## config.mk

```make
export PLATFORM = sky130hd
export DESIGN_NAME = msia_irq_dev_flat
export DESIGN_NICKNAME = d
export VERILOG_FILES = /design/src/msia_pkg.sv /design/src/msia_link_if.sv /design/src/msia_irq_dev.sv /design/src/flat_wrapper.sv
export SDC_FILE = /design/constraint.sdc
export NUM_CORES = 1
export LEC_CHECK = 0
export ABC_CLOCK_PERIOD_IN_PS = 13300
export BUFFER_PORTS_ARGS = -buffer_cell sky130_fd_sc_hd__buf_2
export CAP_MARGIN = 5
export CORE_MARGIN = 8
export CORE_UTILIZATION = 45
export DETAILED_ROUTE_END_ITERATION = 12
export HOLD_SLACK_MARGIN = 0.06
export PLACE_DENSITY = 0.7
export SKIP_CTS_REPAIR_TIMING = 1
export SYNTH_ARGS = -nofsm -noshare
export SYNTH_HDL_FRONTEND = slang
export SYNTH_SLANG_ARGS = --single-unit
```

## constraint.sdc

```tcl
create_clock -name pclk -period 13.3 [get_ports pclk]
set_input_delay 0.665 -clock pclk [delete_from_list [all_inputs] [get_ports pclk]]
set_output_delay 0.665 -clock pclk [all_outputs]
set_load 0.01 [all_outputs]
```

## src/msia_pkg.sv

```systemverilog
// Shared constants for the multi-source interrupt and address-match block.
// Assumes one 100 MHz clock (pclk) and an active-low asynchronous reset.
package msia_pkg;
  // Link geometry
  localparam int NUM_MS = 4;
  localparam int NUM_MATCH = 2;
  localparam int SRC_W = 8;
  localparam int LVL_W = 3;
  localparam int ADDR_W = 20;
  localparam int IDX_W = 5;
  localparam int DATA_W = 32;

  // Link operations: plain move, bit set, bit clear, read
  typedef enum logic [1:0] {
    OP_WR = 2'b00,
    OP_SET = 2'b01,
    OP_CLR = 2'b10,
    OP_RD = 2'b11
  } msia_op_t;

  // Device register indices on the link
  localparam logic [4:0] IDX_ACK = 5'h00;
  localparam logic [4:0] IDX_STAT0 = 5'h01;
  localparam logic [4:0] IDX_EN0 = 5'h05;
  localparam logic [4:0] IDX_CTL0 = 5'h09;
  localparam logic [4:0] IDX_MEN = 5'h0d;
  localparam logic [4:0] IDX_MADR0 = 5'h0e;
  localparam logic [4:0] IDX_SP = 5'h10;

  // Control register fields
  localparam int CTL_LVL_LSB = 0;
  localparam int CTL_FLAG_BIT = 3;
  // Acknowledge word fields
  localparam int ACK_LVL_LSB = 0;
  localparam int ACK_NUM_LSB = 4;
  localparam int ACK_VLD_BIT = 7;
  localparam logic [2:0] MATCH_NUM0 = 3'h4;
  localparam logic [2:0] MATCH_LVL = 3'h7;

  // Saved program counter steps
  localparam logic [19:0] PC_STEP_LONG = 20'h00002;
  localparam logic [19:0] PC_STEP_SHORT = 20'h00001;

  // Reset values
  localparam logic [15:0] SP_RESET = 16'h0000;
  localparam logic [7:0] SRC_RESET = 8'h00;
  localparam logic [2:0] LVL_RESET = 3'h0;
  localparam logic [19:0] MADR_RESET = 20'h00000;
  localparam logic [31:0] WORD_RESET = 32'h00000000;

  // Controller APB register offsets
  localparam logic [7:0] HA_CMD = 8'h00;
  localparam logic [7:0] HA_WDATA = 8'h04;
  localparam logic [7:0] HA_RDATA = 8'h08;
  localparam logic [7:0] HA_STATUS = 8'h0c;
  localparam logic [7:0] HA_CPU = 8'h10;
  localparam logic [7:0] HA_FETCH = 8'h14;
  localparam logic [7:0] HA_EVENT = 8'h18;
  localparam logic [7:0] HA_ACKINFO = 8'h1c;
  localparam logic [7:0] HA_SAVEDPC = 8'h20;
endpackage

```

## src/msia_link_if.sv

```systemverilog
// Link between the interrupt controller end and the interrupt logic end.
// Assumes both ends run on the same pclk; no clocking block.
`timescale 1ns/1ps
`default_nettype none
interface msia_link_if;
  // Register access
  logic reg_req;
  msia_pkg::msia_op_t reg_op;
  logic [4:0] reg_addr;
  logic [31:0] reg_wdata;
  logic reg_done;
  logic [31:0] reg_rdata;
  // Peripheral source events
  logic evt_valid;
  logic [1:0] evt_sel;
  logic [7:0] evt_bits;
  // CPU state and instruction fetch
  logic gie;
  logic [2:0] ppl;
  logic fetch_valid;
  logic [19:0] fetch_addr;
  logic fetch_plus2;
  // Request to the CPU sequencer
  logic irq_req;
  logic [2:0] irq_num;
  logic [2:0] irq_lvl;
  logic [19:0] saved_pc;

  modport dev (
    input reg_req, reg_op, reg_addr, reg_wdata, evt_valid, evt_sel, evt_bits,
    input gie, ppl, fetch_valid, fetch_addr, fetch_plus2,
    output reg_done, reg_rdata, irq_req, irq_num, irq_lvl, saved_pc
  );
  modport host (
    output reg_req, reg_op, reg_addr, reg_wdata, evt_valid, evt_sel, evt_bits,
    output gie, ppl, fetch_valid, fetch_addr, fetch_plus2,
    input reg_done, reg_rdata, irq_req, irq_num, irq_lvl, saved_pc
  );
endinterface
`default_nettype wire

```

## src/msia_irq_dev.sv

```systemverilog
// Interrupt request logic: four multi-source interrupts, two address-match
// interrupts, acknowledge read at index 0 and the stack pointer.
// Assumes the controller end shares pclk and drives the link from flops.
//
// The implementer's own choices: register access over APB and the register offsets.
`timescale 1ns/1ps
`default_nettype none
module msia_irq_dev (
  // Clock, reset, enable
  input wire logic pclk,
  input wire logic presetn,
  input wire logic ce,
  // Link to controller
  msia_link_if.dev lnk
);
  logic [7:0] stat_ff [msia_pkg::NUM_MS];
  logic [7:0] en_ff [msia_pkg::NUM_MS];
  logic [2:0] lvl_ff [msia_pkg::NUM_MS];
  logic [3:0] flag_ff;
  logic [1:0] men_ff;
  logic [19:0] madr_ff [msia_pkg::NUM_MATCH];
  logic [1:0] mpend_ff;
  logic [19:0] spc_ff;
  logic [15:0] sp_ff;
  logic sp_set_ff;
  logic done_ff;
  logic [31:0] rdata_ff;
  logic irq_req_ff;
  logic [2:0] irq_num_ff;
  logic [2:0] irq_lvl_ff;
  logic acc;
  logic wr_go;
  logic ack_rd;
  logic win_ok;
  logic [1:0] win_idx;
  logic [2:0] win_lvl;
  logic m_any;
  logic m_idx;
  logic [1:0] m_hit;
  logic [31:0] nxt_rdata;
  logic [7:0] nxt_stat [msia_pkg::NUM_MS];

  // Generic modify of a field by plain move, bit set or bit clear
  function automatic logic [31:0] modify(input logic [31:0] old, input logic [31:0] wd,
                                         input msia_pkg::msia_op_t op);
    case (op)
      msia_pkg::OP_WR: modify = wd;
      msia_pkg::OP_SET: modify = old | wd;
      msia_pkg::OP_CLR: modify = old & ~wd;
      default: modify = old;
    endcase
  endfunction

  // One access per request; done_ff blocks a second take while req is held
  assign acc = lnk.reg_req && !done_ff;
  assign wr_go = acc && (lnk.reg_op != msia_pkg::OP_RD);
  assign ack_rd = acc && (lnk.reg_op == msia_pkg::OP_RD) && (lnk.reg_addr == msia_pkg::IDX_ACK);
  assign m_any = |mpend_ff;
  assign m_idx = !mpend_ff[0];

  // Maskable arbitration: highest level above processor level, lower index on ties
  always_comb begin
    win_ok = 1'b0;
    win_idx = 2'h0;
    win_lvl = msia_pkg::LVL_RESET;
    for (int i = 0; i < msia_pkg::NUM_MS; i++) begin
      if (flag_ff[i] && lnk.gie && (lvl_ff[i] > lnk.ppl) && (!win_ok || lvl_ff[i] > win_lvl)) begin
        win_ok = 1'b1;
        win_idx = 2'(i);
        win_lvl = lvl_ff[i];
      end
    end
  end

  // Fetch compare against each enabled match address
  always_comb begin
    for (int i = 0; i < msia_pkg::NUM_MATCH; i++) begin
      m_hit[i] = lnk.fetch_valid && men_ff[i] && (lnk.fetch_addr == madr_ff[i]);
    end
  end

  // Next source status: peripheral events set, software clears; set wins
  always_comb begin
    for (int i = 0; i < msia_pkg::NUM_MS; i++) begin
      nxt_stat[i] = stat_ff[i];
      if (wr_go && lnk.reg_addr == 5'(msia_pkg::IDX_STAT0 + i)) begin
        // Plain move clears bits written 0; bit clear clears bits written 1
        if (lnk.reg_op == msia_pkg::OP_WR) nxt_stat[i] = stat_ff[i] & lnk.reg_wdata[7:0];
        if (lnk.reg_op == msia_pkg::OP_CLR) nxt_stat[i] = stat_ff[i] & ~lnk.reg_wdata[7:0];
      end
      if (lnk.evt_valid && lnk.evt_sel == 2'(i)) nxt_stat[i] = nxt_stat[i] | lnk.evt_bits;
    end
  end

  // Source status registers; an acknowledge never touches them
  always_ff @(posedge pclk or negedge presetn) begin
    if (!presetn) begin
      for (int i = 0; i < msia_pkg::NUM_MS; i++) stat_ff[i] <= msia_pkg::SRC_RESET;
    end else if (ce) begin
      for (int i = 0; i < msia_pkg::NUM_MS; i++) stat_ff[i] <= nxt_stat[i];
    end
  end

  // Source enables and priority levels; the flag bit of control is not stored
  always_ff @(posedge pclk or negedge presetn) begin
    if (!presetn) begin
      for (int i = 0; i < msia_pkg::NUM_MS; i++) begin
        en_ff[i] <= msia_pkg::SRC_RESET;
        lvl_ff[i] <= msia_pkg::LVL_RESET;
      end
    end else if (ce && wr_go) begin
      for (int i = 0; i < msia_pkg::NUM_MS; i++) begin
        if (lnk.reg_addr == 5'(msia_pkg::IDX_EN0 + i)) begin
          en_ff[i] <= 8'(modify(32'(en_ff[i]), lnk.reg_wdata, lnk.reg_op));
        end
        if (lnk.reg_addr == 5'(msia_pkg::IDX_CTL0 + i)) begin
          // Every write form touches only the level bits, so a request is never dropped
          lvl_ff[i] <= 3'(modify(32'(lvl_ff[i]), lnk.reg_wdata, lnk.reg_op));
        end
      end
    end
  end

  // Request flags follow status and enable every clock; writes cannot hold them
  always_ff @(posedge pclk or negedge presetn) begin
    if (!presetn) begin
      flag_ff <= 4'h0;
    end else if (ce) begin
      for (int i = 0; i < msia_pkg::NUM_MS; i++) begin
        // Acknowledge read drops the winner for one clock only
        if (ack_rd && !m_any && win_ok && win_idx == 2'(i)) begin
          flag_ff[i] <= 1'b0;
        end else begin
          flag_ff[i] <= |(stat_ff[i] & en_ff[i]);
        end
      end
    end
  end

  // Match enables and addresses
  always_ff @(posedge pclk or negedge presetn) begin
    if (!presetn) begin
      men_ff <= 2'h0;
      for (int i = 0; i < msia_pkg::NUM_MATCH; i++) madr_ff[i] <= msia_pkg::MADR_RESET;
    end else if (ce && wr_go) begin
      if (lnk.reg_addr == msia_pkg::IDX_MEN) begin
        men_ff <= 2'(modify(32'(men_ff), lnk.reg_wdata, lnk.reg_op));
      end
      for (int i = 0; i < msia_pkg::NUM_MATCH; i++) begin
        if (lnk.reg_addr == 5'(msia_pkg::IDX_MADR0 + i)) begin
          madr_ff[i] <= 20'(modify(32'(madr_ff[i]), lnk.reg_wdata, lnk.reg_op));
        end
      end
    end
  end

  // Match pending bits and the saved program counter; a new hit beats the clear
  always_ff @(posedge pclk or negedge presetn) begin
    if (!presetn) begin
      mpend_ff <= 2'h0;
      spc_ff <= msia_pkg::MADR_RESET;
    end else if (ce) begin
      for (int i = 0; i < msia_pkg::NUM_MATCH; i++) begin
        if (m_hit[i]) begin
          mpend_ff[i] <= 1'b1;
        end else if (ack_rd && m_idx == 1'(i)) begin
          mpend_ff[i] <= 1'b0;
        end
      end
      if (|m_hit) begin
        if (lnk.fetch_plus2) begin
          spc_ff <= lnk.fetch_addr + msia_pkg::PC_STEP_LONG;
        end else begin
          spc_ff <= lnk.fetch_addr + msia_pkg::PC_STEP_SHORT;
        end
      end
    end
  end

  // Stack pointer: zero after reset, requests held off until loaded
  always_ff @(posedge pclk or negedge presetn) begin
    if (!presetn) begin
      sp_ff <= msia_pkg::SP_RESET;
      sp_set_ff <= 1'b0;
    end else if (ce && wr_go && lnk.reg_addr == msia_pkg::IDX_SP) begin
      sp_ff <= 16'(modify(32'(sp_ff), lnk.reg_wdata, lnk.reg_op));
      sp_set_ff <= 1'b1;
    end
  end

  // Read multiplexer
  always_comb begin
    nxt_rdata = msia_pkg::WORD_RESET;
    if (lnk.reg_addr == msia_pkg::IDX_ACK) begin
      nxt_rdata[msia_pkg::ACK_VLD_BIT] = m_any || win_ok;
      nxt_rdata[msia_pkg::ACK_NUM_LSB +: 3] = m_any ? (msia_pkg::MATCH_NUM0 + 3'(m_idx))
                                                  : 3'(win_idx);
      nxt_rdata[msia_pkg::ACK_LVL_LSB +: 3] = m_any ? msia_pkg::MATCH_LVL : win_lvl;
    end
    for (int i = 0; i < msia_pkg::NUM_MS; i++) begin
      if (lnk.reg_addr == 5'(msia_pkg::IDX_STAT0 + i)) nxt_rdata[7:0] = stat_ff[i];
      if (lnk.reg_addr == 5'(msia_pkg::IDX_EN0 + i)) nxt_rdata[7:0] = en_ff[i];
      if (lnk.reg_addr == 5'(msia_pkg::IDX_CTL0 + i)) begin
        nxt_rdata[msia_pkg::CTL_LVL_LSB +: 3] = lvl_ff[i];
        nxt_rdata[msia_pkg::CTL_FLAG_BIT] = flag_ff[i];
      end
    end
    if (lnk.reg_addr == msia_pkg::IDX_MEN) nxt_rdata[1:0] = men_ff;
    for (int i = 0; i < msia_pkg::NUM_MATCH; i++) begin
      if (lnk.reg_addr == 5'(msia_pkg::IDX_MADR0 + i)) nxt_rdata[19:0] = madr_ff[i];
    end
    if (lnk.reg_addr == msia_pkg::IDX_SP) nxt_rdata[15:0] = sp_ff;
  end

  // Link answer: done one clock after the request is taken
  always_ff @(posedge pclk or negedge presetn) begin
    if (!presetn) begin
      done_ff <= 1'b0;
      rdata_ff <= msia_pkg::WORD_RESET;
    end else if (ce) begin
      done_ff <= acc;
      if (acc) rdata_ff <= nxt_rdata;
    end
  end

  // Request to the CPU; match requests bypass global enable and levels
  always_ff @(posedge pclk or negedge presetn) begin
    if (!presetn) begin
      irq_req_ff <= 1'b0;
      irq_num_ff <= 3'h0;
      irq_lvl_ff <= msia_pkg::LVL_RESET;
    end else if (ce) begin
      irq_req_ff <= sp_set_ff && (m_any || win_ok);
      irq_num_ff <= m_any ? (msia_pkg::MATCH_NUM0 + 3'(m_idx)) : 3'(win_idx);
      irq_lvl_ff <= m_any ? msia_pkg::MATCH_LVL : win_lvl;
    end
  end

  assign lnk.reg_done = done_ff;
  assign lnk.reg_rdata = rdata_ff;
  assign lnk.irq_req = irq_req_ff;
  assign lnk.irq_num = irq_num_ff;
  assign lnk.irq_lvl = irq_lvl_ff;
  assign lnk.saved_pc = spc_ff;
endmodule
`default_nettype wire

```

## src/flat_wrapper.sv

```systemverilog
// flat-port wrapper written by rule: the top's interface ports become plain ports
module msia_irq_dev_flat 
  (pclk, presetn, ce, lnk_reg_req, lnk_reg_op, lnk_reg_addr, lnk_reg_wdata, lnk_evt_valid, lnk_evt_sel, lnk_evt_bits, lnk_gie, lnk_ppl, lnk_fetch_valid, lnk_fetch_addr, lnk_fetch_plus2, lnk_reg_done, lnk_reg_rdata, lnk_irq_req, lnk_irq_num, lnk_irq_lvl, lnk_saved_pc);
  msia_link_if lnk_i ();
  input wire logic pclk;
  input wire logic presetn;
  input wire logic ce;
  input wire logic [$bits(lnk_i.reg_req)-1:0] lnk_reg_req;
  input wire logic [$bits(lnk_i.reg_op)-1:0] lnk_reg_op;
  input wire logic [$bits(lnk_i.reg_addr)-1:0] lnk_reg_addr;
  input wire logic [$bits(lnk_i.reg_wdata)-1:0] lnk_reg_wdata;
  input wire logic [$bits(lnk_i.evt_valid)-1:0] lnk_evt_valid;
  input wire logic [$bits(lnk_i.evt_sel)-1:0] lnk_evt_sel;
  input wire logic [$bits(lnk_i.evt_bits)-1:0] lnk_evt_bits;
  input wire logic [$bits(lnk_i.gie)-1:0] lnk_gie;
  input wire logic [$bits(lnk_i.ppl)-1:0] lnk_ppl;
  input wire logic [$bits(lnk_i.fetch_valid)-1:0] lnk_fetch_valid;
  input wire logic [$bits(lnk_i.fetch_addr)-1:0] lnk_fetch_addr;
  input wire logic [$bits(lnk_i.fetch_plus2)-1:0] lnk_fetch_plus2;
  output wire logic [$bits(lnk_i.reg_done)-1:0] lnk_reg_done;
  output wire logic [$bits(lnk_i.reg_rdata)-1:0] lnk_reg_rdata;
  output wire logic [$bits(lnk_i.irq_req)-1:0] lnk_irq_req;
  output wire logic [$bits(lnk_i.irq_num)-1:0] lnk_irq_num;
  output wire logic [$bits(lnk_i.irq_lvl)-1:0] lnk_irq_lvl;
  output wire logic [$bits(lnk_i.saved_pc)-1:0] lnk_saved_pc;
  assign lnk_i.reg_req = lnk_reg_req;
  assign lnk_i.reg_op = lnk_reg_op;
  assign lnk_i.reg_addr = lnk_reg_addr;
  assign lnk_i.reg_wdata = lnk_reg_wdata;
  assign lnk_i.evt_valid = lnk_evt_valid;
  assign lnk_i.evt_sel = lnk_evt_sel;
  assign lnk_i.evt_bits = lnk_evt_bits;
  assign lnk_i.gie = lnk_gie;
  assign lnk_i.ppl = lnk_ppl;
  assign lnk_i.fetch_valid = lnk_fetch_valid;
  assign lnk_i.fetch_addr = lnk_fetch_addr;
  assign lnk_i.fetch_plus2 = lnk_fetch_plus2;
  assign lnk_reg_done = lnk_i.reg_done;
  assign lnk_reg_rdata = lnk_i.reg_rdata;
  assign lnk_irq_req = lnk_i.irq_req;
  assign lnk_irq_num = lnk_i.irq_num;
  assign lnk_irq_lvl = lnk_i.irq_lvl;
  assign lnk_saved_pc = lnk_i.saved_pc;
  msia_irq_dev u_core (.pclk(pclk), .presetn(presetn), .ce(ce), .lnk(lnk_i));
endmodule
```

# Word level (Yosys, flattened, before mapping)

Index checks and enable logic that the tools add are counted.

Register bits after elaboration: 189
Word-level logic and storage cells: 251
Output and inout port bits: 60
Bits of input ports: 80

Muxes and demuxes: 68
Order comparisons: 7
Bitwise operators: 42
Add/sub/neg operators: 3
Reductions and logical operators: 77
Equality and inequality tests: 28

Operators by type and width:

| kind                    | number |
|---|---|
| $mux W8                 | 24 |
| $and A8 B8 Y8           | 16 |
| $pmux W20 S3            | 2 |
| $pmux W8 S3             | 4 |
| $or A8 B8 Y8            | 8 |
| $mux W20                | 3 |
| $pmux W16 S3            | 1 |
| $and A20 B20 Y20        | 2 |
| $eq A20 B20 Y1          | 2 |
| $eq A5 B4 Y1 const B    | 8 |
| $or A20 B20 Y20         | 2 |
| $logic_and A1 B1 Y1     | 38 |
| $pmux W3 S3             | 4 |
| $reduce_and A3 Y1       | 11 |
| $reduce_or A8 Y1        | 4 |
| $gt A3 B3 Y1            | 7 |
| $mux W3                 | 7 |
| $add A20 B1 Y20 const B | 1 |
| $add A20 B2 Y20 const B | 1 |
| $eq A5 B3 Y1 const B    | 4 |
| $mux W4                 | 5 |
| $not A20 Y20            | 1 |
| $and A16 B16 Y16        | 1 |
| $mux W16                | 1 |
| 24 further kinds        | 68 |

# Depth between registers and ports, before layout

Gate-level depths: netlist of the first run.

Depth after elaboration: 33
Mapped depth: 28
Mapped depth without buffers: 27

# Worst setup path before layout of the first run

Ideal clock, no wire load.

Kind: in2reg
From: in lnk_ppl[1]
To: reg u_core.rdata_ff[1] (netlist: u_core.lnk.reg_rdata[1])
Arrival: 5.537 ns
Cell stages on the path: 28
Slack: 7.642 ns
Buffers on the path: 1
Setup time: 0.120 ns
Path through: inv_1 > ha_1 > nor2b_4 > o311ai_0 > nor2_1 > nand2_1 > ha_1 > nand3_1 > o21ai_0 > or2_2 > o211ai_1 > and2_1 > ha_1 > nor2b_1 > o21a_1 > o21ai_0 > a21oi_1 > a221o_1 > and2_1 > ha_1 > nor2b_1 > o21ai_0 > a32oi_1 > a21oi_2 > or2_1 > buf_6 > a211o_2 > o211a_1

Cells in the longest elaborated chain, start to end: 33
Elaborated cells on any way between the ends: 45

RTL lines:

| item                                             | RTL line            | source |
|---|---|---|
| from (decl)                                      | flat_wrapper.sv:16  | `input wire logic [$bits(lnk_i.ppl)-1:0] lnk_ppl;` |
| $gt A3 B3 Y1                                     | msia_irq_dev.sv:67  | `if (flag_ff[i] && lnk.gie && (lvl_ff[i] > lnk.ppl) && (!win_ok \|\| lvl_ff[i] > win_lvl)) begin` |
| $logic_and A1 B1 Y1                              | msia_irq_dev.sv:67  |  |
| $mux W3 or $mux W1 (tied branches)               | msia_irq_dev.sv:67  |  |
| $gt A3 B3 Y1 or $logic_not A1 Y1 (tied branches) | msia_irq_dev.sv:67  |  |
| $logic_or A1 B1 Y1                               | msia_irq_dev.sv:67  |  |
| $logic_and A1 B1 Y1                              | msia_irq_dev.sv:67  |  |
| $mux W3 or $mux W1 (tied branches)               | msia_irq_dev.sv:67  |  |
| $gt A3 B3 Y1 or $logic_not A1 Y1 (tied branches) | msia_irq_dev.sv:67  |  |
| [16 not listed]                                  | n/a                 |  |
| $mux W8 (*)                                      | msia_irq_dev.sv:202 | `if (lnk.reg_addr == 5'(msia_pkg::IDX_EN0 + i)) nxt_rdata[7:0] = en_ff[i];` |
| $mux W4 (*)                                      | msia_irq_dev.sv:203 | `if (lnk.reg_addr == 5'(msia_pkg::IDX_CTL0 + i)) begin` |
| $mux W8 (*)                                      | msia_irq_dev.sv:201 | `if (lnk.reg_addr == 5'(msia_pkg::IDX_STAT0 + i)) nxt_rdata[7:0] = stat_ff[i];` |
| $mux W8 (*)                                      | msia_irq_dev.sv:202 |  |
| $mux W4 (*)                                      | msia_irq_dev.sv:203 |  |
| $mux W2 (*)                                      | msia_irq_dev.sv:208 | `if (lnk.reg_addr == msia_pkg::IDX_MEN) nxt_rdata[1:0] = men_ff;` |
| $mux W20 (*) (2 in series)                       | msia_irq_dev.sv:210 | `if (lnk.reg_addr == 5'(msia_pkg::IDX_MADR0 + i)) nxt_rdata[19:0] = madr_ff[i];` |
| $mux W16 (*)                                     | msia_irq_dev.sv:212 | `if (lnk.reg_addr == msia_pkg::IDX_SP) nxt_rdata[15:0] = sp_ff;` |
| to (signal assigned)                             | msia_irq_dev.sv:219 | `rdata_ff <= msia_pkg::WORD_RESET;` |
| to (signal assigned)                             | msia_irq_dev.sv:222 | `if (acc) rdata_ff <= nxt_rdata;` |
| to (decl)                                        | msia_irq_dev.sv:27  | `logic [31:0] rdata_ff;` |

Every way passes the cells marked *; elsewhere a longest branch is shown, timed or not.
A chain may end at the register's enable or synchronous reset.

# Worst setup path in the final report of the first run

From: reg u_core.lvl_ff[10] (netlist bit)
To: reg u_core.rdata_ff[5] (netlist: u_core.lnk.reg_rdata[5])

Cells in the longest elaborated chain, start to end: 28
Elaborated cells on any way between the ends: 35

RTL lines:

| item                                             | RTL line            | source |
|---|---|---|
| from (decl)                                      | msia_irq_dev.sv:18  | `logic [2:0] lvl_ff [msia_pkg::NUM_MS];` |
| from (signal, indexed assignment)                | msia_irq_dev.sv:109 | `lvl_ff[i] <= msia_pkg::LVL_RESET;` |
| from (signal, indexed assignment)                | msia_irq_dev.sv:118 | `lvl_ff[i] <= 3'(modify(32'(lvl_ff[i]), lnk.reg_wdata, lnk.reg_op));` |
| $gt A3 B3 Y1                                     | msia_irq_dev.sv:67  |  |
| $logic_and A1 B1 Y1                              | msia_irq_dev.sv:67  |  |
| $mux W3 or $mux W1 (tied branches)               | msia_irq_dev.sv:67  |  |
| $gt A3 B3 Y1 or $logic_not A1 Y1 (tied branches) | msia_irq_dev.sv:67  |  |
| $logic_or A1 B1 Y1                               | msia_irq_dev.sv:67  |  |
| $logic_and A1 B1 Y1                              | msia_irq_dev.sv:67  |  |
| $mux W3 or $mux W1 (tied branches)               | msia_irq_dev.sv:67  |  |
| $gt A3 B3 Y1 or $logic_not A1 Y1 (tied branches) | msia_irq_dev.sv:67  |  |
| [11 not listed]                                  | n/a                 |  |
| $mux W8 (*)                                      | msia_irq_dev.sv:201 |  |
| $mux W8 (*)                                      | msia_irq_dev.sv:202 |  |
| $mux W8 (*)                                      | msia_irq_dev.sv:201 |  |
| $mux W8 (*)                                      | msia_irq_dev.sv:202 |  |
| $mux W8 (*)                                      | msia_irq_dev.sv:201 |  |
| $mux W8 (*)                                      | msia_irq_dev.sv:202 |  |
| $mux W20 (*) (2 in series)                       | msia_irq_dev.sv:210 |  |
| $mux W16 (*)                                     | msia_irq_dev.sv:212 |  |

Marks and branches as above.

==> results of run 1 <==
[report_power, final]
part           switching, uW  total, uW  internal, uW  leakage [uW]
Sequential              76.4        716           640       0.00243
Combinational            187        297           110       0.00265
Clock                    253        525           272      0.000294
Total                    517       1540          1020       0.00538
[sequential cells by signal (all words and copies together) (netlist names)]
signal and count:
u_core.sp_set_ff 1, u_core.lnk.saved_pc 20, u_core.lnk.reg_done 1, u_core.men_ff 2
u_core.mpend_ff 2, u_core.sp_ff 16, u_core.lnk.irq_req 1, u_core.lnk.reg_rdata 20
u_core.en_ff 32, u_core.madr_ff 40, u_core.lvl_ff 12, u_core.flag_ff 4
u_core.lnk.irq_num 3, u_core.stat_ff 32, u_core.lnk.irq_lvl 3
[cell families (layout without fill, tap and decap cells)]
logic type	count (synthesis)	after routing	synth area share
other cells	1	14	0.000341
flops	189	189	0.429
fa+ha+maj	27	27	0.0307
xor+xnor	60	60	0.0477
buf+inv	125	189	0.0514
simple gates	306	306	0.141
compound gates	504	504	0.271
mux	29	29	0.0286
[per-layer routing]
metal  track usage  vias up  wire, um
met3        0.0605       78      3910
met2         0.363      546     15900
li1              -     4650         -
met4        0.0885        0       961
met5             0        -         0
met1         0.347     4902     15600
[metrics by stage]
stage | util | worst slack [ns] | total power (uW) | area [um^2]
5_1_grt | 0.508 | 6.47 | 1600 | 12300
6_report | 0.508 | 7.04 | 1540 | 12300
3_3_place_gp | 0.483 | 6.91 | 1000 | 11700
2_1_floorplan | - | 7.64 | 886 | 11100
3_5_place_dp | 0.483 | 6.75 | 1010 | 11700
4_1_cts | 0.508 | 7.11 | 1530 | 12300
[worst max-delay path: cells and delay by family (launching register included)]
family	cells	cell delay [ns]
buffers and inverters	1	0.08
adders and majority gates	4	1.12
DFF	1	0.47
AOI/OAI and AO/OA	13	3.18
and+or+nand+nor	8	1.32
[worst min path at each step]
stage                               endpoint  slack, ns                          from  cells past startpoint
2_1_floorplan    u_core.en_ff[0]$_DFFE_PN0P_       0.37                       presetn                      0
3_3_place_gp    u_core.sp_set_ff$_DFFE_PN0P_       0.46  u_core.sp_set_ff$_DFFE_PN0P_                      1
3_5_place_dp    u_core.sp_set_ff$_DFFE_PN0P_       0.47  u_core.sp_set_ff$_DFFE_PN0P_                      1
4_1_cts        u_core.stat_ff[9]$_DFFE_PN0P_       0.37                       presetn                      1
5_1_grt        u_core.stat_ff[9]$_DFFE_PN0P_       0.40                       presetn                      1
6_report       u_core.stat_ff[9]$_DFFE_PN0P_       0.29                       presetn                      1
[final cells by class]
| type | instances | area (um^2) |
|---|---|---|
| fill | 2262 | 11900 |
| antenna | 2 | 5.00 |
| sequential | 189 | 4730 |
| clock buffer | 18 | 439 |
| tap | 324 | 405 |
| clock inverter | 14 | 146 |
| timing repair buffer | 124 | 652 |
| multi-input combinational | 938 | 5780 |
| inverter | 33 | 124 |
[placed cells by master, fill, tap and decap left out, drive strengths merged, types with 18 or more instances in the layout]
cell    count
mux2       20
dfrtp     189
nand2b     18
clkbuf     19
buf       123
a21oi     252
nor2b      30
ha         27
a22oi      26
o22ai      22
xnor2      36
inv        42
nand3      26
nor3       20
o21ai     105
xor2       24
nor2       75
nand2      69
a31oi      19
==> metrics.txt, run 1 <==
IO buf count=115; initial antenna violation count=2; Worst setup EP type=register; minimum clock period=6.26 ns; standard-cell rows=57; status=finished clean; clock insertion delay at the later pin of the skew report=between 0.4 and 0.5 ns; HP Class=in -> async; residual DRC count=0; share of layout cells above drive strength 1=0.155; CTS root buffer=clkbuf_16; vias per cell=between 6 and 7; Layout area overhead=11.5%; CTS tree=done; slowest stage cell, crit path=o21ai_0; Worst EP required=about 14 ns; Synth Cell Area=roughly 11000 um^2; Post-synth top cells=a21oi_1 (249), dfrtp_1 (189), o21ai_0 (99); sequential area share after synthesis=0.429; Chip Width=about 170 um; Die ar.=between 20000 and 30000 um^2; clock sinks=around 190; die height=about 170 um; Synth warnings=0; number of nets in the layout=about 1400; final hold violations=0; Reg2Reg Setup Slack=about 7 ns; peak supply drop=between 0.08 and 0.09 mV; top cells by area, synth=dfrtp_1 (43%), a21oi_1 (11%), o21ai_0 (4.5%); CP Data Arrival Time=between 6 and 7 ns; # setup viols final=0; largest net degree at the start of global routing=between 100 and 150; worst-path fanout max=6; first-pass GRT wire length=~57000 um; dpl cells=around 1600; Post-DRT Antenna Nets=0; fmax=160 MHz; Layout Cells excl Fill=roughly 1600; most numerous cell on the critical path=o21ai_0; asr flop ratio synth=1.00; Slew HR=0.247; wire length per cell=between 20 and 25 um; Worst-path clk slew=~0.08 ns; FF-to-FF End=u_core.lnk.reg_rdata[5]$_DFFE_PN0P_; Max Slew Vio Count=0; max incr delay on CP=approximately 0.6 ns; number of global-route vias before repair=approximately 9800; Avg Cell Area, Syn=just under 9 um^2; Critical Path Source Type=register; Post-synth EDFFs=0; first-iteration detailed-routing DRC count=1335; # IOs=140; Routed WL=36500 um; Worst Max-Slew Pin Slew=1.13 ns; Post-synth top flop=dfrtp_1; Worst Setup EP=u_core.lnk.reg_rdata[5]$_DFFE_PN0P_; routability cong.=0.953; R2R Path Start=u_core.lvl_ff[10]$_DFFE_PN0P_; Inserted Clock Buffers=17; count of cell types in the netlist=78; setup TNS=0 ns; clock skew=~0.018 ns; count leader, synth=a21oi_1; Mapped Cells=approximately 1200; hpwl dp=approximately 26000 um; grt ovf=0; vias=a little over 10000; top-area cell type share of the netlist area=0.429; Pre-antenna DRT Iters=6; core area=roughly 24000 um^2; pwr dens=between 100 and 150 nW/um^2; CTS max path bufs=2; Leakage=0.00538 uW; gr usage total=0.247; Initial Util=0.456; Critical path origin=u_core.lvl_ff[10]$_DFFE_PN0P_; Max-cap violations=0; worst-case reg-to-reg path depth=26; H-tree levels=4; register bit count reported by yosys=189; worst hold slack=~0.29 ns; CP Class=reg -> reg; RSZ-0062 raised after global routing=no; period utilization=0.470; Synth area leader=dfrtp_1
No activity file was read; power rests on OpenSTA's default activity.
==> run 2: changes to the inputs <==
--- a/config.mk
+++ b/config.mk
@@ -5,14 +5,15 @@
 export SDC_FILE = /design/constraint.sdc
 export NUM_CORES = 1
 export LEC_CHECK = 0
-export ABC_CLOCK_PERIOD_IN_PS = 13300
+export ABC_AREA = 1
+export ABC_CLOCK_PERIOD_IN_PS = 5400
 export BUFFER_PORTS_ARGS = -buffer_cell sky130_fd_sc_hd__buf_2
 export CAP_MARGIN = 5
 export CORE_MARGIN = 8
 export CORE_UTILIZATION = 45
 export DETAILED_ROUTE_END_ITERATION = 12
 export HOLD_SLACK_MARGIN = 0.06
-export PLACE_DENSITY = 0.7
+export PLACE_DENSITY = 0.72
 export SKIP_CTS_REPAIR_TIMING = 1
 export SYNTH_ARGS = -nofsm -noshare
 export SYNTH_HDL_FRONTEND = slang
==> constraint.sdc (replaced) <==
create_clock -name pclk -period 5.4 [get_ports pclk]
set_input_delay 0.27 -clock pclk [delete_from_list [all_inputs] [get_ports pclk]]
set_output_delay 0.27 -clock pclk [all_outputs]
set_load 0.01 [all_outputs]
==> run 2 against run 1 <==
Register-to-register slack got worse by 6.7 ns. Sequential cell count unchanged. Final area increased by 4.4%. Final cell count increased by 17%.
==> metrics.txt, run 2 <==
R2R Path Start=u_core.lvl_ff[11]$_DFFE_PN0P_; Chip Width=174 um (+1.1%); Worst Max-Slew Pin Slew=0.992 ns (-0.138 ns); Compound-Gate Fraction of Synth Area=0.187 (-0.0839); max incr delay on CP=0.43 ns (-0.16 ns); Inserted Clock Buffers=17 (unchanged); top-area cell type share of the netlist area=0.419 (-0.0105); CTS tree=done; final hold violations=0 (unchanged); initial antenna violation count=1 (-1); Place WS=0.0934 ns (-6.65 ns); residual DRC count=0 (unchanged); gr usage total=0.252 (+0.00555); xor/xnor share of the synthesized area=0.0264 (-0.0213); first-iteration detailed-routing DRC count=1127 (-16%); Sw Ratio=0.335 (-0.000597); HP Class=in -> reg; Synth area leader=dfrtp_1; mux cell area share after synthesis=0.00266 (-0.0260); count of cell types in the netlist=50 (-36%); Simple-Gate Fraction of Synth Area=0.242 (+0.102); worst-case reg-to-reg path depth=42 (+62%); Clk pwr share=0.335 (-0.006); number of nets in the layout=1691 (+20%); Post-synth top flop=dfrtp_1; Avg Cell Area, Syn=7.62 um^2 (-14%); Reg2Reg Setup Slack=0.33 ns (-6.71 ns); most numerous cell on the critical path=nand2_1; Seq pwr share=0.457 (-0.009); Post-DRT Antenna Nets=0 (unchanged); Critical path origin=u_core.lvl_ff[11]$_DFFE_PN0P_; Post-synth EDFFs=0 (unchanged); pwr dens=293 nW/um^2 (+130%); dpl cells=1894 (+18%); Leakage=0.00625 uW (+16%); Initial Util=0.454 (-0.00202); hpwl dp=29300 um (+13%); number of global-route vias before repair=10800 (+10%); Worst-path clk slew=0.08 ns (about the same); Max Slew Vio Count=0 (unchanged); Tot Pwr=3750 uW (+140%); clock insertion delay at the later pin of the skew report=0.44 ns (about the same); sw power=1260 uW (+140%); CTS root buffer=clkbuf_16; Worst EP required=5.74 ns (-7.92 ns); period utilization=0.938 (+0.468); CP Data Arrival Time=5.41 ns (-1.21 ns); FF-to-FF End=u_core.lnk.reg_rdata[2]$_DFFE_PN0P_; register area=4730 um^2 (unchanged); CTS max path bufs=2 (unchanged); clock sinks=189 (unchanged); core area=24900 um^2 (+3.0%); routability cong.=0.964 (+1.1%); IO buf count=115 (unchanged); minimum clock period=5.07 ns (-1.19 ns); Layout fillers=2429 (+7.4%); grt ovf=0 (unchanged); Slew HR=0.336 (+0.0894); # IOs=140 (unchanged); Worst Hold Depth=3; status=finished clean; Layout area overhead=13.6%; Synth warnings=0 (unchanged); peak supply drop=0.182 mV (+120%); H-tree levels=4 (unchanged); area of the multi-input gates=5660 um^2 (-2.0%); count leader, synth=nand2_1; biggest regs=u_core.madr_ff: 40 flops, u_core.en_ff: 32 flops, u_core.stat_ff: 32 flops; vias per cell=5.75 (-7.3%); first-pass GRT wire length=60700 um (+7.1%); Routed WL=38700 um (+6.2%); Layout Cells excl Fill=1928 (+17%); Top reg by flops=u_core.madr_ff; Mapped Cells=1482 (+19%); wire length per cell=20.1 um (-9.6%); Worst Setup EP=u_core.lnk.reg_rdata[2]$_DFFE_PN0P_; DP Area=12100 um^2 (+3.9%); Worst setup EP type=register; sequential area share after synthesis=0.419 (-0.0105); clock skew=0.0133 ns (-0.00440 ns); fmax=197 MHz (+23%); die height=174 um (+1.1%); Final WS setup=0.332 ns (-6.71 ns); share of power burned in combinational logic=0.208 (+0.015); # setup viols final=0 (unchanged); commonest non-fill, non-tap cell in the layout=nand2_1; CP Class=reg -> reg; Max-cap violations=0 (unchanged); slowest stage cell, crit path=dfrtp_1; Pint=2500 uW (+140%); post-route cell area=12800 um^2 (+4.4%); Synth Cell Area=11300 um^2 (+2.5%); share of layout cells above drive strength 1=0.138 (-0.0166); top cells by area, synth=dfrtp_1 (42%), nand2_1 (11%), inv_1 (6.1%); largest net degree at the start of global routing=90 (-19%); Post-synth top cells=nand2_1 (323), dfrtp_1 (189), inv_1 (184); Critical Path Source Type=register; asr flop ratio synth=1.00 (unchanged); Die ar.=30400 um^2 (+2.3%); Adder-Cell Fraction of Synth Area=0.0299 (-0.000748); register bit count reported by yosys=189 (unchanged); Pre-antenna DRT Iters=6 (unchanged); worst-path fanout max=7 (+1); number of flip-flops in the largest register=40 (unchanged); largest family of logic cells by synthesized area=simple AND/OR/NAND/NOR gates; vias=11100 (+8.9%); standard-cell rows=58 (+1.8%); most frequent cells in the layout=nand2_1 (319), dfrtp_1 (189), inv_1 (183)
-- run 2: power by group through the flow --
stage / clock network (uW) / registers (uW) / logic [uW]
floorplan: 0 / 1690 / 469
global placement: 0 / 1730 / 738
detailed placement: 0 / 1730 / 751
CTS: 1270 / 1710 / 755
global route: 1320 / 1730 / 871
finish: 1260 / 1720 / 782
-- run 2: layer usage --
metal,track usage,wire length (um),vias up,part of all wire
met1,0.332,16400,5327,0.42
met4,0.0891,1100,0,0.028
met3,0.0449,3190,78,0.083
li1,-,-,5141,-
met5,0,0,-,0
met2,0.411,18000,531,0.46
-- run 2: cell families after synthesis --
| logic type | after synthesis |
|---|---|
| simple gates | 643 |
| buf+inv | 254 |
| xor+xnor | 34 |
| flops | 189 |
| fa+ha+maj | 27 |
| mux | 3 |
| compound gates | 331 |
| other cells | 1 |
-- run 2: worst min path at each step --
stage,start,to,slack (ns)
6_report,lnk_reg_wdata[10],u_core.sp_ff[10]$_DFFE_PN0P_,0.10
5_1_grt,lnk_reg_wdata[13],u_core.madr_ff[13]$_DFFE_PN0P_,0.11
4_1_cts,presetn,u_core.lnk.saved_pc[18]$_DFFE_PN0P_,-0.1
3_5_place_dp,presetn,u_core.lnk.saved_pc[18]$_DFFE_PN0P_,0.38
3_3_place_gp,presetn,u_core.lnk.saved_pc[18]$_DFFE_PN0P_,0.37
2_1_floorplan,presetn,u_core.en_ff[0]$_DFFE_PN0P_,-0.03
-- run 2: worst max-delay path: cells and delay by family (launching register included) --
| kind | cells | cell delay [ns] |
|---|---|---|
| AOI/OAI and AO/OA | 3 | 0.38 |
| adders and majority gates | 4 | 1.02 |
| buffers and inverters | 3 | 0.20 |
| DFF | 1 | 0.43 |
| and+or+nand+nor | 32 | 2.94 |
-- run 2: final cells by class --
class                           instances  area share
Tap cell                              330      0.0322
Multi-Input combinational cell       1050       0.442
Clock buffer                           20      0.0341
Timing Repair Buffer                  131      0.0551
Clock inverter                         12     0.00996
Inverter                              195      0.0576
Antenna cell                            1    0.000195
Sequential cell                       189       0.369
-- run 2: through the flow --
stage,utilization,hold slack (ns),setup TNS (ns)
floorplan,-,-0.0256,0
CTS,0.510,-0.0965,0
global placement,0.488,0.374,0
global route,0.515,0.113,-0.0163
finish,0.515,0.105,0
detailed placement,0.488,0.379,0
==> run 3: changes to the inputs <==
--- a/config.mk
+++ b/config.mk
@@ -6,14 +6,15 @@
 export NUM_CORES = 1
 export LEC_CHECK = 0
 export ABC_AREA = 1
-export ABC_CLOCK_PERIOD_IN_PS = 5400
+export ABC_CLOCK_PERIOD_IN_PS = 6550
 export BUFFER_PORTS_ARGS = -buffer_cell sky130_fd_sc_hd__buf_2
 export CAP_MARGIN = 5
 export CORE_MARGIN = 8
-export CORE_UTILIZATION = 45
+export CORE_UTILIZATION = 60
+export CTS_BUF_LIST = sky130_fd_sc_hd__clkbuf_4
 export DETAILED_ROUTE_END_ITERATION = 12
 export HOLD_SLACK_MARGIN = 0.06
-export PLACE_DENSITY = 0.72
+export PLACE_DENSITY = 0.87
 export SKIP_CTS_REPAIR_TIMING = 1
 export SYNTH_ARGS = -nofsm -noshare
 export SYNTH_HDL_FRONTEND = slang
==> constraint.sdc (replaced) <==
create_clock -name pclk -period 6.55 [get_ports pclk]
set_input_delay 0.3275 -clock pclk [delete_from_list [all_inputs] [get_ports pclk]]
set_output_delay 0.3275 -clock pclk [all_outputs]
set_load 0.01 [all_outputs]
==> run 3 against run 2 <==
Critical path depth decreased by 4. Via count increased by 2.6%. Final cell count decreased by 3.8%. Clock-buffer cell count decreased by 3. Final area decreased by 1.8%. Global-route usage increased by 6.0 points. Core utilization increased by 16 points. Register-to-register slack improved by 0.70 ns. Sequential power decreased by 18%. Fmax decreased by 8.2%. Critical path type unchanged. Largest cell class unchanged. Largest power group unchanged. Highest routed layer unchanged.
==> metrics.txt, run 3 (same netlist as run 2, synthesis figures left out) <==
Routed WL=37400 um (-3.3%); number of global-route vias before repair=10800 (+0.29%); Met3 Wirelength=4420 um (+39%); Initial Util=0.608 (+0.154); WL met1=15300 um (-6.6%); Met2 Routed Length=16500 um (-8.2%); Die ar.=23500 um^2 (-23%); Layout Cells excl Fill=1855 (-3.8%); status=finished clean; first-iteration detailed-routing DRC count=1239 (+9.9%); Worst setup EP type=register; CP Data Arrival Time=6.03 ns (+0.62 ns); delay-heaviest family, CP=simple AND/OR/NAND/NOR gates; R2R Path Start=u_core.lvl_ff[11]$_DFFE_PN0P_; clock skew=0.0296 ns (+0.0163 ns); commonest non-fill, non-tap cell in the layout=nand2_1; final hold violations=0 (unchanged); wire length per cell=20.2 um (+0.49%); standard-cell rows=50 (-14%); clock insertion delay at the later pin of the skew report=0.63 ns (+0.19 ns); initial antenna violation count=1 (unchanged); Final WS setup=1.03 ns (+0.696 ns); fmax=181 MHz (-8.2%); Worst EP required=7.06 ns (+1.32 ns); routability cong.=1.04 (+7.7%); CP Class=reg -> reg; Pre-antenna DRT Iters=10 (+4); H-tree levels=4 (unchanged); Critical Path Source Type=register; worst hold path startpoint=lnk_evt_bits[3]; hpwl dp=28200 um (-3.8%); Tot Pwr=2780 uW (-26%); slowest stage cell, crit path=dfrtp_1; Max Slew Vio Count=0 (unchanged); RSZ-0062 raised after global routing=no; setup TNS=0 ns (unchanged); worst-path fanout max=7 (unchanged); # IOs=140 (unchanged); clock sinks=189 (unchanged); vias per cell=6.13 (+6.6%); peak supply drop=0.165 mV (-9.1%); die height=153 um (-12%); CTS tree=done; gr usage total=0.313 (+0.0603); Leakage=0.00623 uW (-0.33%); largest net degree at the start of global routing=106 (+18%); pwr dens=220 nW/um^2 (-25%); Place WS=1.03 ns (+0.941 ns); CTS max path bufs=2 (unchanged); # setup viols final=0 (unchanged); most frequent cells in the layout=nand2_1 (323), dfrtp_1 (189), inv_1 (184); CP bufs+invs=2 (-1); Layout area overhead=11.5%; IO buf count=115 (unchanged); Inserted Clock Buffers=17 (unchanged); Post-DRT Antenna Nets=0 (unchanged); Slew HR=0.277 (-0.0594); Top reg by flops=u_core.madr_ff; first-pass GRT wire length=58000 um (-4.4%); max incr delay on CP=0.45 ns (+0.02 ns); Critical path origin=u_core.lvl_ff[11]$_DFFE_PN0P_; share of layout cells above drive strength 1=0.128 (-0.0106); Worst-path clk slew=0.18 ns (+0.10 ns); minimum clock period=5.52 ns (+0.454 ns); Max-cap violations=0 (unchanged); CTS root buffer=clkbuf_4; most numerous cell on the critical path=nand2_1; HP Class=in -> reg; vias=11400 (+2.6%); residual DRC count=0 (unchanged); biggest regs=u_core.madr_ff: 40 flops, u_core.en_ff: 32 flops, u_core.stat_ff: 32 flops; core area=18600 um^2 (-25%); grt ovf=0 (unchanged); Worst Max-Slew Pin Slew=1.08 ns (+0.0887 ns); max layer used=met4; period utilization=0.843 (-0.0954); number of nets in the layout=1714 (+1.4%); dpl cells=1797 (-5.1%); number of flip-flops in the largest register=40 (unchanged); Chip Width=153 um (-12%)
[run 3: stage by stage]
step	area (um^2)	hold slack, ns	utilization
floorplan	11300	0.0319	-
global placement	12000	0.457	0.646
detailed placement	12000	0.465	0.646
CTS	12300	-0.173	0.664
global route	12600	0.0623	0.678
finish	12600	0.0242	0.678
[run 3: layout make-up]
cell class,instances,area [um^2]
Sequential cell,189,4730
Clock inverter,15,196
Tap cell,234,293
Clock buffer,17,128
Timing Repair Buffer,154,940
Antenna cell,1,2.50
Fill cell,1567,5990
Multi-Input combinational cell,1050,5560
Inverter,195,736
[run 3: power breakdown]
part / total [uW] / internal (uW) / switching (uW) / leakage [uW]
Clock: 722 / 249 / 473 / 0.000167
Sequential: 1410 / 1300 / 117 / 0.00217
Combinational: 640 / 221 / 419 / 0.00390
[run 3: worst register-to-register path, delay by kind of cell, from the launching register on]
kind                       cells  cell delay (ns)
buffers and inverters          2             0.14
DFF                            1             0.45
adders and majority gates      4             1.26
AOI/OAI and AO/OA              8             0.99
and+or+nand+nor               24             2.59
[run 3: layer usage]
layer / global-route usage / up-vias
li1: - / 5187
met1: 0.417 / 5362
met2: 0.473 / 710
met3: 0.0930 / 105
met4: 0.118 / 0
met5: 0 / -
[run 3: final timing paths]
check                      cells after the start  slack (ns)                             endpoint
max reg2reg                                   38        1.03  u_core.lnk.reg_rdata[4]$_DFFE_PN0P_
min reg2reg                                    2        0.50  u_core.lnk.reg_rdata[0]$_DFFE_PN0P_
max                                           38        1.03  u_core.lnk.reg_rdata[4]$_DFFE_PN0P_
max in group asynchronous                      3        4.64       u_core.madr_ff[20]$_DFFE_PN0P_
min in group asynchronous                      2        0.32    u_core.lnk.irq_lvl[1]$_DFFE_PN0P_
min                                            3        0.02        u_core.stat_ff[3]$_DFFE_PN0P_
